**src/pkg/hfq_params.svh**
```systemverilog
// Purpose: Offsets, field positions, reset values and counts for the frame queue control
// Assumes: Included by design and verification files
// Notes:   Definitions only
`ifndef HFQ_PARAMS_SVH
`define HFQ_PARAMS_SVH

`define HFQ_OFF_TXCMD      8'h00
`define HFQ_OFF_RXCMD      8'h02
`define HFQ_OFF_TXPTR      8'h04
`define HFQ_OFF_TXFREE     8'h08
`define HFQ_OFF_RXPEND     8'h0a
`define HFQ_OFF_DATA       8'h0c
`define HFQ_OFF_RXFRAME    8'h0e

`define HFQ_CMD_BIT        0
`define HFQ_AUTOINC_BIT    14
`define HFQ_PTR_MSB        10
`define HFQ_CNT_MSB        12
`define HFQ_RXIE_BIT       13

`define HFQ_TXQ_BYTES      13'h0800
`define HFQ_RXQ_BYTES      13'h1000
`define HFQ_CTRL_BYTES     13'h0004
`define HFQ_STAT_BYTES     13'h0004
`define HFQ_PTR_RESET      11'h000

`define HFQ_APB_OFF_ADDR   8'h00
`define HFQ_APB_OFF_WDATA  8'h04
`define HFQ_APB_OFF_CTRL   8'h08
`define HFQ_APB_OFF_STAT   8'h0c
`define HFQ_APB_OFF_RDATA  8'h10

`endif

```
**src/pkg/hfq_pkg.sv**
```systemverilog
// Purpose: Shared types for the frame queue control
// Assumes: hfq_params.svh holds the numbers
// Notes:   Types only
package hfq_pkg;
    typedef enum logic [1:0] {
        HFQ_SZ_BYTE  = 2'h0,
        HFQ_SZ_WORD  = 2'h1,
        HFQ_SZ_DWORD = 2'h2
    } hfq_size_t;

    typedef enum logic [3:0] {
        HFQ_H_IDLE   = 4'h1,
        HFQ_H_REQ    = 4'h2,
        HFQ_H_WAIT   = 4'h4,
        HFQ_H_DONE   = 4'h8
    } hfq_hstate_t;
endpackage

```
**src/pkg/hfq_if.sv**
```systemverilog
// Purpose: Register-bus link between host controller and queue device
// Assumes: Single clock, one access per strobe
// Notes:   Device answers with ack one cycle after req
`timescale 1ns/1ps
`default_nettype none
interface hfq_if;
    import hfq_pkg::*;
    logic        req;
    logic        wr;
    logic [7:0]  addr;
    hfq_size_t   size;
    logic [31:0] wdata;
    logic [31:0] rdata;
    logic        ack;

    modport dev  (input req, input wr, input addr, input size, input wdata,
                  output rdata, output ack);
    modport host (output req, output wr, output addr, output size, output wdata,
                  input rdata, input ack);
endinterface
`default_nettype wire

```
**src/hdl/hfq_device.sv**
```systemverilog
// Purpose: Queue manager host-side control: free space, pending bytes, commands, tx pointer
// Assumes: Host keeps one request open until ack; frame side is same-clock logic
// Notes:   Reads of the data window return the head frame size; writes land at the tx pointer
`timescale 1ns/1ps
`default_nettype none
`include "hfq_params.svh"

// Notes on behaviour
// - Tx free space, bits 12:0, bytes
// - Free space counts payload plus control word
// - Host checks space before writing frame
// - Rx pending, bits 12:0, includes status words
// - Receive queue holds 4096 bytes
// - Pending updates on full packet; interrupt if enabled
// - Host drains; device drops frames not fitting
// - Enqueue bit write one queues frame
// - Enqueue bit clears after transmit done
// - Host waits enqueue clear before next frame
// - Release bit write one frees frame
// - Release bit clears once memory freed
// - Host polls release clear before next frame
// - Autoadvance adds 1, 2 or 4
// - Only data writes advance pointer
// - Without autoadvance pointer holds written value
// - Pointer 10:0 holds its value after enqueue
// - Data writes to tx queue, reads from rx
module hfq_device
    import hfq_pkg::*;
(
    input  wire logic        clk_i,
    input  wire logic        resetn_i,
    hfq_if.dev               bus,
    input  wire logic        rx_frame_done_i,
    input  wire logic [12:0] rx_frame_len_i,
    input  wire logic        tx_frame_sent_i,
    input  wire logic        rxie_i,
    output logic             tx_start_o,
    output logic [12:0]      tx_frame_len_o,
    output logic             tx_wr_o,
    output logic [10:0]      tx_wr_addr_o,
    output logic [31:0]      tx_wr_data_o,
    output logic [1:0]       tx_wr_size_o,
    output logic             rx_drop_o,
    output logic             rx_irq_o
);
    logic        enq_reg;
    logic        rel_reg;
    logic        autoinc_reg;
    logic [10:0] ptr_reg;
    logic [10:0] frame_base_reg;
    logic [12:0] txfree_reg;
    logic [12:0] rxpend_reg;
    logic [12:0] rxused_reg;
    // Lengths of accepted frames, oldest first; a full list drops like a full queue
    logic [12:0] len_mem [0:15];
    logic [3:0]  len_wr_reg;
    logic [3:0]  len_rd_reg;
    logic [4:0]  len_cnt_reg;
    logic [31:0] rdata_reg;
    logic        ack_reg;
    logic        tx_start_reg;
    logic [12:0] tx_len_reg;
    logic        tx_wr_reg;
    logic [10:0] tx_addr_reg;
    logic [31:0] tx_data_reg;
    logic [1:0]  tx_size_reg;
    logic        rx_drop_reg;
    logic        rx_irq_reg;

    wire         acc      = bus.req & ~ack_reg;
    wire         wr_acc   = acc & bus.wr;
    wire         cmd_one  = bus.wdata[`HFQ_CMD_BIT];
    wire         wr_enq   = wr_acc & (bus.addr == `HFQ_OFF_TXCMD) & cmd_one & ~enq_reg;
    wire         wr_rel   = wr_acc & (bus.addr == `HFQ_OFF_RXCMD) & cmd_one & ~rel_reg;
    wire         wr_ptr   = wr_acc & (bus.addr == `HFQ_OFF_TXPTR);
    wire         wr_data  = wr_acc & (bus.addr == `HFQ_OFF_DATA);
    wire [10:0]  step     = (bus.size == HFQ_SZ_BYTE) ? 11'h001 :
                            (bus.size == HFQ_SZ_WORD) ? 11'h002 : 11'h004;
    wire [10:0]  frame_len = ptr_reg - frame_base_reg;
    // Packet plus its status word must fit whole, or it is dropped
    wire [13:0]  rx_need  = {1'b0, rx_frame_len_i} + {1'b0, `HFQ_STAT_BYTES};
    wire [13:0]  rx_room  = {1'b0, `HFQ_RXQ_BYTES} - {1'b0, rxused_reg};
    wire         rx_fits  = (rx_need <= rx_room) & ~len_cnt_reg[4];
    wire         rx_take  = rx_frame_done_i & rx_fits;
    wire [12:0]  rx_head  = (len_cnt_reg == 5'h00) ? 13'h0000 : len_mem[len_rd_reg];
    wire [12:0]  rx_rel_len = (rx_head > rxpend_reg) ? rxpend_reg : rx_head;
    wire [12:0]  rx_add   = rx_take ? rx_need[12:0] : 13'h0000;
    wire [12:0]  rx_sub   = rel_reg ? rx_rel_len : 13'h0000;
    wire [4:0]   cnt_add  = {4'h0, rx_take};
    wire [4:0]   cnt_sub  = {4'h0, rel_reg & (len_cnt_reg != 5'h00)};

    logic [31:0] rd_mux;
    always_comb begin
        rd_mux = 32'h0000_0000;
        unique case (bus.addr)
            `HFQ_OFF_TXCMD:  rd_mux[`HFQ_CMD_BIT] = enq_reg;
            `HFQ_OFF_RXCMD:  rd_mux[`HFQ_CMD_BIT] = rel_reg;
            `HFQ_OFF_TXPTR:  rd_mux = {17'h0, autoinc_reg, 3'h0, ptr_reg};
            `HFQ_OFF_TXFREE: rd_mux = {19'h0, txfree_reg};
            `HFQ_OFF_RXPEND: rd_mux = {19'h0, rxpend_reg};
            `HFQ_OFF_DATA:   rd_mux = {19'h0, rx_head};
            default:         rd_mux = 32'h0000_0000;
        endcase
    end

    always_ff @(posedge clk_i or negedge resetn_i) begin
        if (!resetn_i) begin
            ack_reg   <= 1'b0;
            rdata_reg <= 32'h0000_0000;
        end else begin
            ack_reg   <= acc;
            rdata_reg <= acc ? rd_mux : rdata_reg;
        end
    end

    always_ff @(posedge clk_i or negedge resetn_i) begin
        if (!resetn_i) begin
            enq_reg      <= 1'b0;
            tx_start_reg <= 1'b0;
            tx_len_reg   <= 13'h0000;
        end else begin
            tx_start_reg <= wr_enq;
            if (wr_enq) begin
                enq_reg    <= 1'b1;
                tx_len_reg <= {2'b00, frame_len};
            end else if (tx_frame_sent_i) begin
                enq_reg <= 1'b0;
            end
        end
    end

    always_ff @(posedge clk_i or negedge resetn_i) begin
        if (!resetn_i) begin
            txfree_reg <= `HFQ_TXQ_BYTES;
        end else if (wr_enq) begin
            txfree_reg <= txfree_reg - {2'b00, frame_len} - `HFQ_CTRL_BYTES;
        end else if (tx_frame_sent_i & enq_reg) begin
            txfree_reg <= `HFQ_TXQ_BYTES;
        end
    end

    always_ff @(posedge clk_i or negedge resetn_i) begin
        if (!resetn_i) begin
            ptr_reg        <= `HFQ_PTR_RESET;
            frame_base_reg <= `HFQ_PTR_RESET;
            autoinc_reg    <= 1'b0;
        end else if (wr_enq) begin
            ptr_reg        <= ptr_reg;
            frame_base_reg <= ptr_reg;
        end else if (wr_ptr) begin
            ptr_reg     <= bus.wdata[`HFQ_PTR_MSB:0];
            autoinc_reg <= bus.wdata[`HFQ_AUTOINC_BIT];
        end else if (wr_data & autoinc_reg) begin
            ptr_reg <= ptr_reg + step;
        end
    end

    always_ff @(posedge clk_i or negedge resetn_i) begin
        if (!resetn_i) begin
            tx_wr_reg   <= 1'b0;
            tx_addr_reg <= 11'h000;
            tx_data_reg <= 32'h0000_0000;
            tx_size_reg <= 2'h0;
        end else begin
            tx_wr_reg <= wr_data;
            if (wr_data) begin
                tx_addr_reg <= ptr_reg;
                tx_data_reg <= bus.wdata;
                tx_size_reg <= bus.size;
            end
        end
    end

    always_ff @(posedge clk_i or negedge resetn_i) begin
        if (!resetn_i) begin
            rel_reg     <= 1'b0;
            rxpend_reg  <= 13'h0000;
            rxused_reg  <= 13'h0000;
            len_wr_reg  <= 4'h0;
            len_rd_reg  <= 4'h0;
            len_cnt_reg <= 5'h00;
            rx_drop_reg <= 1'b0;
            rx_irq_reg  <= 1'b0;
        end else begin
            rx_drop_reg <= rx_frame_done_i & ~rx_fits;
            rx_irq_reg  <= rx_take & rxie_i;
            // Arrival and release may share a cycle; both take effect
            rxpend_reg  <= rxpend_reg + rx_add - rx_sub;
            rxused_reg  <= rxused_reg + rx_add - rx_sub;
            len_cnt_reg <= len_cnt_reg + cnt_add - cnt_sub;
            if (rx_take) begin
                len_wr_reg <= len_wr_reg + 4'h1;
            end
            if (cnt_sub[0]) begin
                len_rd_reg <= len_rd_reg + 4'h1;
            end
            // Set one cycle by the write, then cleared as memory is freed
            rel_reg     <= wr_rel;
        end
    end

    always_ff @(posedge clk_i) begin
        if (rx_take) begin
            len_mem[len_wr_reg] <= rx_need[12:0];
        end
    end

    assign bus.ack        = ack_reg;
    assign bus.rdata      = rdata_reg;
    assign tx_start_o     = tx_start_reg;
    assign tx_frame_len_o = tx_len_reg;
    assign tx_wr_o        = tx_wr_reg;
    assign tx_wr_addr_o   = tx_addr_reg;
    assign tx_wr_data_o   = tx_data_reg;
    assign tx_wr_size_o   = tx_size_reg;
    assign rx_drop_o      = rx_drop_reg;
    assign rx_irq_o       = rx_irq_reg;
endmodule
`default_nettype wire

```
**src/flat_wrapper.sv**
```systemverilog
// flat-port wrapper written by rule: the top's interface ports become plain ports
module hfq_device_flat import hfq_pkg::*;
  (clk_i, resetn_i, rx_frame_done_i, rx_frame_len_i, tx_frame_sent_i, rxie_i, tx_start_o, tx_frame_len_o, tx_wr_o, tx_wr_addr_o, tx_wr_data_o, tx_wr_size_o, rx_drop_o, rx_irq_o, bus_req, bus_wr, bus_addr, bus_size, bus_wdata, bus_rdata, bus_ack);
  hfq_if bus_i ();
  input  wire logic clk_i;
  input  wire logic resetn_i;
  input  wire logic rx_frame_done_i;
  input  wire logic [12:0] rx_frame_len_i;
  input  wire logic tx_frame_sent_i;
  input  wire logic rxie_i;
  output logic tx_start_o;
  output logic [12:0] tx_frame_len_o;
  output logic tx_wr_o;
  output logic [10:0] tx_wr_addr_o;
  output logic [31:0] tx_wr_data_o;
  output logic [1:0] tx_wr_size_o;
  output logic rx_drop_o;
  output logic rx_irq_o;
  input wire logic [$bits(bus_i.req)-1:0] bus_req;
  input wire logic [$bits(bus_i.wr)-1:0] bus_wr;
  input wire logic [$bits(bus_i.addr)-1:0] bus_addr;
  input wire logic [$bits(bus_i.size)-1:0] bus_size;
  input wire logic [$bits(bus_i.wdata)-1:0] bus_wdata;
  output wire logic [$bits(bus_i.rdata)-1:0] bus_rdata;
  output wire logic [$bits(bus_i.ack)-1:0] bus_ack;
  assign bus_i.req = bus_req;
  assign bus_i.wr = bus_wr;
  assign bus_i.addr = bus_addr;
  assign bus_i.size = bus_size;
  assign bus_i.wdata = bus_wdata;
  assign bus_rdata = bus_i.rdata;
  assign bus_ack = bus_i.ack;
  hfq_device u_core (.clk_i(clk_i), .resetn_i(resetn_i), .bus(bus_i), .rx_frame_done_i(rx_frame_done_i), .rx_frame_len_i(rx_frame_len_i), .tx_frame_sent_i(tx_frame_sent_i), .rxie_i(rxie_i), .tx_start_o(tx_start_o), .tx_frame_len_o(tx_frame_len_o), .tx_wr_o(tx_wr_o), .tx_wr_addr_o(tx_wr_addr_o), .tx_wr_data_o(tx_wr_data_o), .tx_wr_size_o(tx_wr_size_o), .rx_drop_o(rx_drop_o), .rx_irq_o(rx_irq_o));
endmodule
```
**config.mk**
```make
export PLATFORM = sky130hd
export DESIGN_NAME = hfq_device_flat
export DESIGN_NICKNAME = d
export VERILOG_FILES = /design/src/pkg/hfq_pkg.sv /design/src/pkg/hfq_if.sv /design/src/hdl/hfq_device.sv /design/src/flat_wrapper.sv
export VERILOG_INCLUDE_DIRS = /design/src /design/src/pkg
export SDC_FILE = /design/constraint.sdc
export NUM_CORES = 1
export LEC_CHECK = 0
export ABC_AREA = 1
export ABC_CLOCK_PERIOD_IN_PS = 6750
export BUFFER_PORTS_ARGS = -buffer_cell sky130_fd_sc_hd__buf_4
export CAP_MARGIN = 5
export CORE_MARGIN = 2
export CORE_UTILIZATION = 50
export DETAILED_ROUTE_END_ITERATION = 8
export PLACE_DENSITY_LB_ADDON = 0.08
export SYNTH_ARGS = -nofsm -noshare
export SYNTH_HDL_FRONTEND = slang
export SYNTH_SLANG_ARGS = --single-unit
```
**constraint.sdc**
```tcl
create_clock -name clk_i -period 6.75 [get_ports clk_i]
set_input_delay 1.0125 -clock clk_i [delete_from_list [all_inputs] [get_ports clk_i]]
set_output_delay 1.0125 -clock clk_i [all_outputs]
set_load 0.1 [all_outputs]
```
Word level (Yosys, flattened, before mapping)
Memories as Yosys holds them, arrays and structs flattened.
Index checks and enable logic that the tools add are counted.
{"block": "totals", "ramBits": 208, "mem_count": 1, "rom_bits": 0, "latchBits": 0, "register_bits": 170, "input_bits": 62}
{"name": "u_core.len_mem", "words": 16, "word_bits": 13, "rd": 1, "rd_clocked_by_memory_dff": 0, "wr": 1, "line": "hfq_device.sv:55", "source": "logic [12:0] len_mem [0:15];"}
{"block": "op_classes", "div_mod_pow": 0, "mux": 16, "mul": 0, "n_eq_ne": 6, "n_addsub": 14, "bitwise": 23, "magnitude_cmp": 2, "n_shift": 0, "n_reduce_logical": 9}
{"op": "$mux W13", "n": 6}
{"op": "$pmux W14 S4", "n": 1}
{"op": "$mux W11", "n": 3}
{"op": "$add A13 B13 Y13", "n": 2}
{"op": "$sub A13 B13 Y13", "n": 2}
{"op": "$eq A8 B4 Y1 const B", "n": 3}
{"op": "$and A1 B1 Y1", "n": 17}
{"op": "$add A13 B3 Y14 const B", "n": 1}
{"op": "$le A14 B14 Y1", "n": 1}
{"op": "$sub A13 B13 Y14 const A", "n": 1}
{"op": "$gt A13 B13 Y1", "n": 1}
{"op": "$sub A13 B11 Y13", "n": 1}
{"op": "$sub A13 B3 Y13 const B", "n": 1}
{"op": "$add A11 B11 Y11", "n": 1}
{"op": "$sub A11 B11 Y11", "n": 1}
{"op": "$add A4 B1 Y4 const B", "n": 2}
{"op": "$eq A8 B2 Y1 const B", "n": 1}
{"op": "$eq A8 B3 Y1 const B", "n": 1}
{"op": "$logic_not A8 Y1", "n": 1}
{"op": "$not A1 Y1", "n": 6}
{"op": "$pmux W1 S6", "n": 1}
{"op": "$reduce_bool A2 Y1", "n": 3}
{"op": "$add A5 B1 Y5", "n": 1}
{"op": "$logic_not A5 Y1", "n": 1}
{"op": "7 further kinds", "n": 11}

Logic depth before layout (Yosys ltp)
{"block": "logic_depth", "depth_word": 8, "mapped_depth": 38, "depth_no_buf": 34}

Least setup slack after synthesis
Ideal clock, no wire load.
{"block": "synth_path", "kind": "input -> register", "startpoint": "in rx_frame_len_i[2]", "endpoint": "reg u_core.rxpend_reg[12]", "arrival_ns": 5.768, "slack_ns": 0.869, "setup_ns": 0.113, "stages": 26, "path_buffers": 1, "cell_sequence": "nand3_1 -> nor2_1 -> nand3_1 -> xor2_1 -> ha_1 -> a21oi_1 -> o21ai_0 -> a21oi_1 -> a22o_1 -> nand3_1 -> clkinv_1 -> clkbuf_1 -> nand2_1 -> fa_1 -> fa_1 -> nand3b_1 -> and2_1 -> inv_1 -> a21oi_1 -> o21ai_0 -> a21oi_1 -> o21bai_1 -> xor2_1 -> nand3_1 -> nand2_1 -> inv_1"}
{"block": "synth_between", "elab_chain_len": 7}
{"element": "start: declaration", "line": "flat_wrapper.sv:8", "source": "input wire logic [12:0] rx_frame_len_i;"}
{"element": "$add A13 B3 Y14 *", "line": "hfq_device.sv:81", "source": "wire [13:0] rx_need = {1'b0, rx_frame_len_i} + {1'b0, `HFQ_STAT_BYTES};"}
{"element": "named net u_core.rx_need[9]", "line": "hfq_device.sv:81"}
{"element": "$le A14 B14 Y1", "line": "hfq_device.sv:83", "source": "wire rx_fits = (rx_need <= rx_room) & ~len_cnt_reg[4];"}
{"element": "$and A1 B1 Y1", "line": "hfq_device.sv:83"}
{"element": "$and A1 B1 Y1", "line": "hfq_device.sv:84", "source": "wire rx_take = rx_frame_done_i & rx_fits;"}
{"element": "$mux W13 *", "line": "hfq_device.sv:87", "source": "wire [12:0] rx_add = rx_take ? rx_need[12:0] : 13'h0000;"}
{"element": "$add A13 B13 Y13 *", "line": "hfq_device.sv:188", "source": "rxpend_reg <= rxpend_reg + rx_add - rx_sub;"}
{"element": "$sub A13 B13 Y13 *", "line": "hfq_device.sv:188"}
{"element": "end signal: assignment", "line": "hfq_device.sv:188"}
{"element": "end: declaration", "line": "hfq_device.sv:52", "source": "logic [12:0] rxpend_reg;"}
Mark *: on every way through the listed nets, which the timed path passes. The rest lies on a longest branch.
A chain may end at the register's enable or synchronous reset.

Final worst setup path
{"block": "layout_path", "startpoint": "reg u_core.len_rd_reg[0]", "endpoint": "reg u_core.rxpend_reg[12]"}
{"block": "layout_between", "elab_chain_len": 6}
{"element": "start: declaration", "line": "hfq_device.sv:57", "source": "logic [3:0] len_rd_reg;"}
{"element": "start signal: assignment", "line": "hfq_device.sv:195", "source": "len_rd_reg <= len_rd_reg + 4'h1;"}
{"element": "$mem_v2 Z16 W13 *"}
{"element": "$mux W13 *", "line": "hfq_device.sv:85", "source": "wire [12:0] rx_head = (len_cnt_reg == 5'h00) ? 13'h0000 : len_mem[len_rd_reg];"}
{"element": "$gt A13 B13 Y1", "line": "hfq_device.sv:86", "source": "wire [12:0] rx_rel_len = (rx_head > rxpend_reg) ? rxpend_reg : rx_head;"}
{"element": "$mux W13 *", "line": "hfq_device.sv:86"}
{"element": "$mux W13 *", "line": "hfq_device.sv:88", "source": "wire [12:0] rx_sub = rel_reg ? rx_rel_len : 13'h0000;"}
{"element": "$sub A13 B13 Y13 *", "line": "hfq_device.sv:188"}
Mark *: on every way between the ends. The rest lies on a longest branch, timed or not.

==> results by group <==
STA
  – Relative slew slack: 37.1%
  – Final max-slew violation count: 0
  – Fin crit share: 91.6%
  – RSZ-0062 raised after global routing: no
  – Min Hold Slack: 458 ps
  – Least-Margin Pin Slew: 940 ps
  – Fmax: 0.162 GHz
  – Final hold vios: 0
  – # setup viols final: 0
  – Final TNS setup: 0 ps
  – Setup Skew: 11.6 ps
  – Fin crit period: 6180 ps

Yosys
  – Syn_area_per_cell: 9.99 µm²
  – Netlist cell types: 54
  – Synth Area in Adders: 9.78%
  – Top cells by area, synth: edfxtp_1, dfrtp_1, ha_1
  – Post-Syn Instances: 1854
  – Post-synthesis simple-gate area fraction: 13.1%
  – Yosys top cell by area: edfxtp_1
  – Mux contribution to synthesized area: 0%
  – Number of synthesized flops with an enable pin: 208
  – Share of the yosys chip area belonging to registers: 54.3%
  – Top_reg_cell synth: edfxtp_1
  – Yosys reg bits: 360
  – Largest family of logic cells by synthesized area: simple AND/OR/NAND/NOR gates
  – YS warnings: 0
  – Syn Std Cell Area: 18500 µm²
  – Synth Area in XOR/XNOR: 3.03%
  – Async set-reset flop share out of synthesis: 42.2%
  – Synth top area share: 33.7%
  – Synth Area in Compound Gates: 12.1%

Clock network
  – Clock latency on the worst-skew pair: 530 ps
  – Setup bufs post-CTS: 0
  – CTS Buf Count: 40
  – TritonCTS clock tree: done
  – Maximum root-to-sink buffer count: 3
  – CTS Sinks: 360
  – Clock transition at path regs: 60 ps
  – Post-cts resize count: 0
  – Root Buffer: clkbuf_16
  – H-tree levels: 2
  – CTS Hold Bufs: 0

Final layout
  – Net count, final: 2204
  – Fill cells: 3124
  – Register area: 10100 µm²
  – Layout area overhead: 16.0%
  – Share of cells above drive strength 1: 13.1%
  – Area of the multi-input gates: 7140 µm²
  – ANT cells: 0
  – Post-layout util: 58.8%
  – Max reg flops: 208

Power
  – Sw Ratio: 35.3%
  – Pleak: 0.00970 µW
  – Gate power share: 34.6%
  – Internal power: 4830 µW
  – Flop pwr share: 36.0%
  – PD cells: 348 nW/µm²
  – Tot Pwr: 7470 µW
  – Switching power total: 2640 µW
  – Power share of the clock group: 29.4%
  – Worst vdd ir: 0.353 mV

Global routing
  – GRT Resource Usage Total: 25.5%
  – GRT overflow: 0
  – Vias in the first global route: 13422
  – Initial antenna violation count: 0
  – Largest net degree at the start of global routing: 96
  – First-pass GRT wire length: 75600 µm

Routing
  – Routed Wire Length: 48800 µm
  – Residual DRC count: 0
  – DR vias/cell: 5.43
  – Avg WL per Cell: 19.4 µm
  – Drt pass-1 iters: 8
  – Antenna Violating Nets Remaining: 0
  – Via count: 13642
  – Drt first-iter violations: 1001

Floorplan
  – FP Rows: 70
  – Die ar.: 38600 µm²
  – Initial Util: 50.7%
  – I/O Pins: 157
  – Die X: 196 µm
  – Die height: 196 µm
  – Core footprint: 36500 µm²

Critical path
  – Crit Path Category: flip-flop to flip-flop
  – CP delay by family, top: compound AO/OA/AOI/OAI gates
  – CP max stage delay: 580 ps
  – Slowest stage cell, crit path: dfrtp_4
  – Required @ worst endpoint: 7180 ps
  – Worst-path maximum fanout: 89
  – Worst Setup Start Kind: flip-flop
  – Reg-to-reg startpoint: u_core.len_rd_reg[0]
  – CP Launch Point: u_core.len_rd_reg[0]
  – Critical Path End Type: flip-flop
  – Critical path buffers and inverters: 4
  – Arr. time, crit path: 6610 ps
  – Top cell by count, worst path: a21oi_1

Worst hold path
  – Hold Crit Class: flip-flop to flip-flop
  – Hold path start: u_core.bus.ack

Placement
  – RePlAce Congestion: 0.861
  – Port Buffer Count: 136
  – Detailed Place HPWL: 33100 µm

Flow run
  – Max_cap viols: 0

Status
  – Outcome: complete, no violations
-- through the flow --
step / area (µm²) / worst slack (ps) / std cells
floorplan: 18600 / 869 / 1873
finish: 21500 / 569 / 2513
global placement: 20100 / 724 / 2439
CTS: 21500 / 534 / 2512
detailed placement: 20100 / 555 / 2439
global route: 21500 / 31.0 / 2513
-- final cells by class --
| cell class | count | area share (%) |
|---|---|---|
| sequential | 360 | 46.8 |
| multi-input combinational | 1181 | 33.2 |
| timing repair buffer | 186 | 6.74 |
| clock buffer | 52 | 5.11 |
| inverter | 245 | 4.32 |
| tap | 468 | 2.73 |
| clock inverter | 21 | 1.04 |
-- routing by layer --
layer  vias up  track usage [%]  wire length, µm
li1       6570                -                -
met1      6670             36.0            22000
met2       337             42.6            23500
met3        65             2.93             2430
met4         0             5.53              831
met5         -                0                0
-- kinds of logic after synthesis --
kind of cell / Yosys count
other: 1
AO/OA/AOI/OAI: 375
XOR/XNOR: 64
adder cells (fa/ha/maj): 128
buffers and inverters: 332
flip-flops: 360
AND/OR/NAND/NOR: 594
-- power groups by stage --
stage	combinational, µW	sequential, µW	clock [µW]
2_1_floorplan	1900	2780	0
3_3_place_gp	2520	2720	0
3_5_place_dp	2560	2730	0
4_1_cts	2590	2690	2240
5_1_grt	2950	2710	2310
6_report	2580	2690	2200
-- worst register-to-register path, stage by stage, from the launching register on --
cell,delay [ps]
dfrtp_4,580
buf_12,350
o21ai_0,230
o221ai_1,220
nand3_1,130
a21oi_1,380
ha_1,330
a21oi_1,140
nor2_1,50
a211oi_1,190
o221a_2,260
nand2_4,70
nand2_4,110
inv_6,80
a211oi_1,410
fa_1,540
fa_1,470
nand3b_1,180
and2_1,190
inv_1,80
a21oi_1,100
o21ai_0,280
a21oi_1,110
o21bai_1,160
xor2_1,210
nand3_1,110
nand2_1,70
inv_1,40
-- cells in the final DEF, fill, tap and decap left out, drive strengths merged, types with 6 or more instances in the layout --
cell type / count
conb: 20
edfxtp: 208
nand3: 58
dfrtp: 151
o22ai: 30
clkbuf: 53
nand4: 15
a31oi: 6
o21ai: 179
buf: 185
nor3: 14
inv: 243
xor2: 48
a221o: 8
o211ai: 19
fa: 28
clkinv: 16
a21oi: 71
ha: 100
a211oi: 6
nor2: 170
nand2: 328
xnor2: 16
o221ai: 39
-- cell usage after synthesis (2+ instances only) --
| cell type | n |
|---|---|
| a31oi_1 | 6 |
| nor2_2 | 2 |
| xor2_1 | 48 |
| o221a_2 | 2 |
| o21ai_1 | 3 |
| and2_1 | 2 |
| o21a_1 | 2 |
| inv_1 | 239 |
| o22ai_1 | 30 |
| nor2_1 | 168 |
| o21ai_0 | 176 |
| nand2_2 | 2 |
| o2111ai_1 | 2 |
| dfrtp_1 | 151 |
| a211oi_2 | 2 |
| o211ai_1 | 19 |
| clkbuf_1 | 41 |
| nand2_4 | 2 |
| clkinv_1 | 3 |
| xnor2_1 | 16 |
| ha_1 | 100 |
| nand2_1 | 324 |
| nand3_1 | 58 |
| edfxtp_1 | 208 |
| a211oi_1 | 4 |
| o21bai_1 | 3 |
| nor4_1 | 3 |
| nand4_1 | 15 |
| nor3_1 | 13 |
| buf_4 | 30 |
| a21o_1 | 3 |
| fa_1 | 28 |
| a21oi_1 | 70 |
| buf_2 | 12 |
| o221ai_1 | 39 |
| a221o_1 | 8 |
| buf_6 | 3 |
-- path summary, 6_finish.rpt --
path,end,slack [ps],cells past startpoint
min,u_core.bus.ack,460,1
min in group asynchronous,u_core.rxused_reg[10],580,1
max,u_core.rxpend_reg[12],570,27
min reg2reg,u_core.bus.ack,460,1
max in group asynchronous,u_core.tx_wr_data_o[11],4800,2
max reg2reg,u_core.rxpend_reg[12],570,27
(Power assumes the default switching activity.)
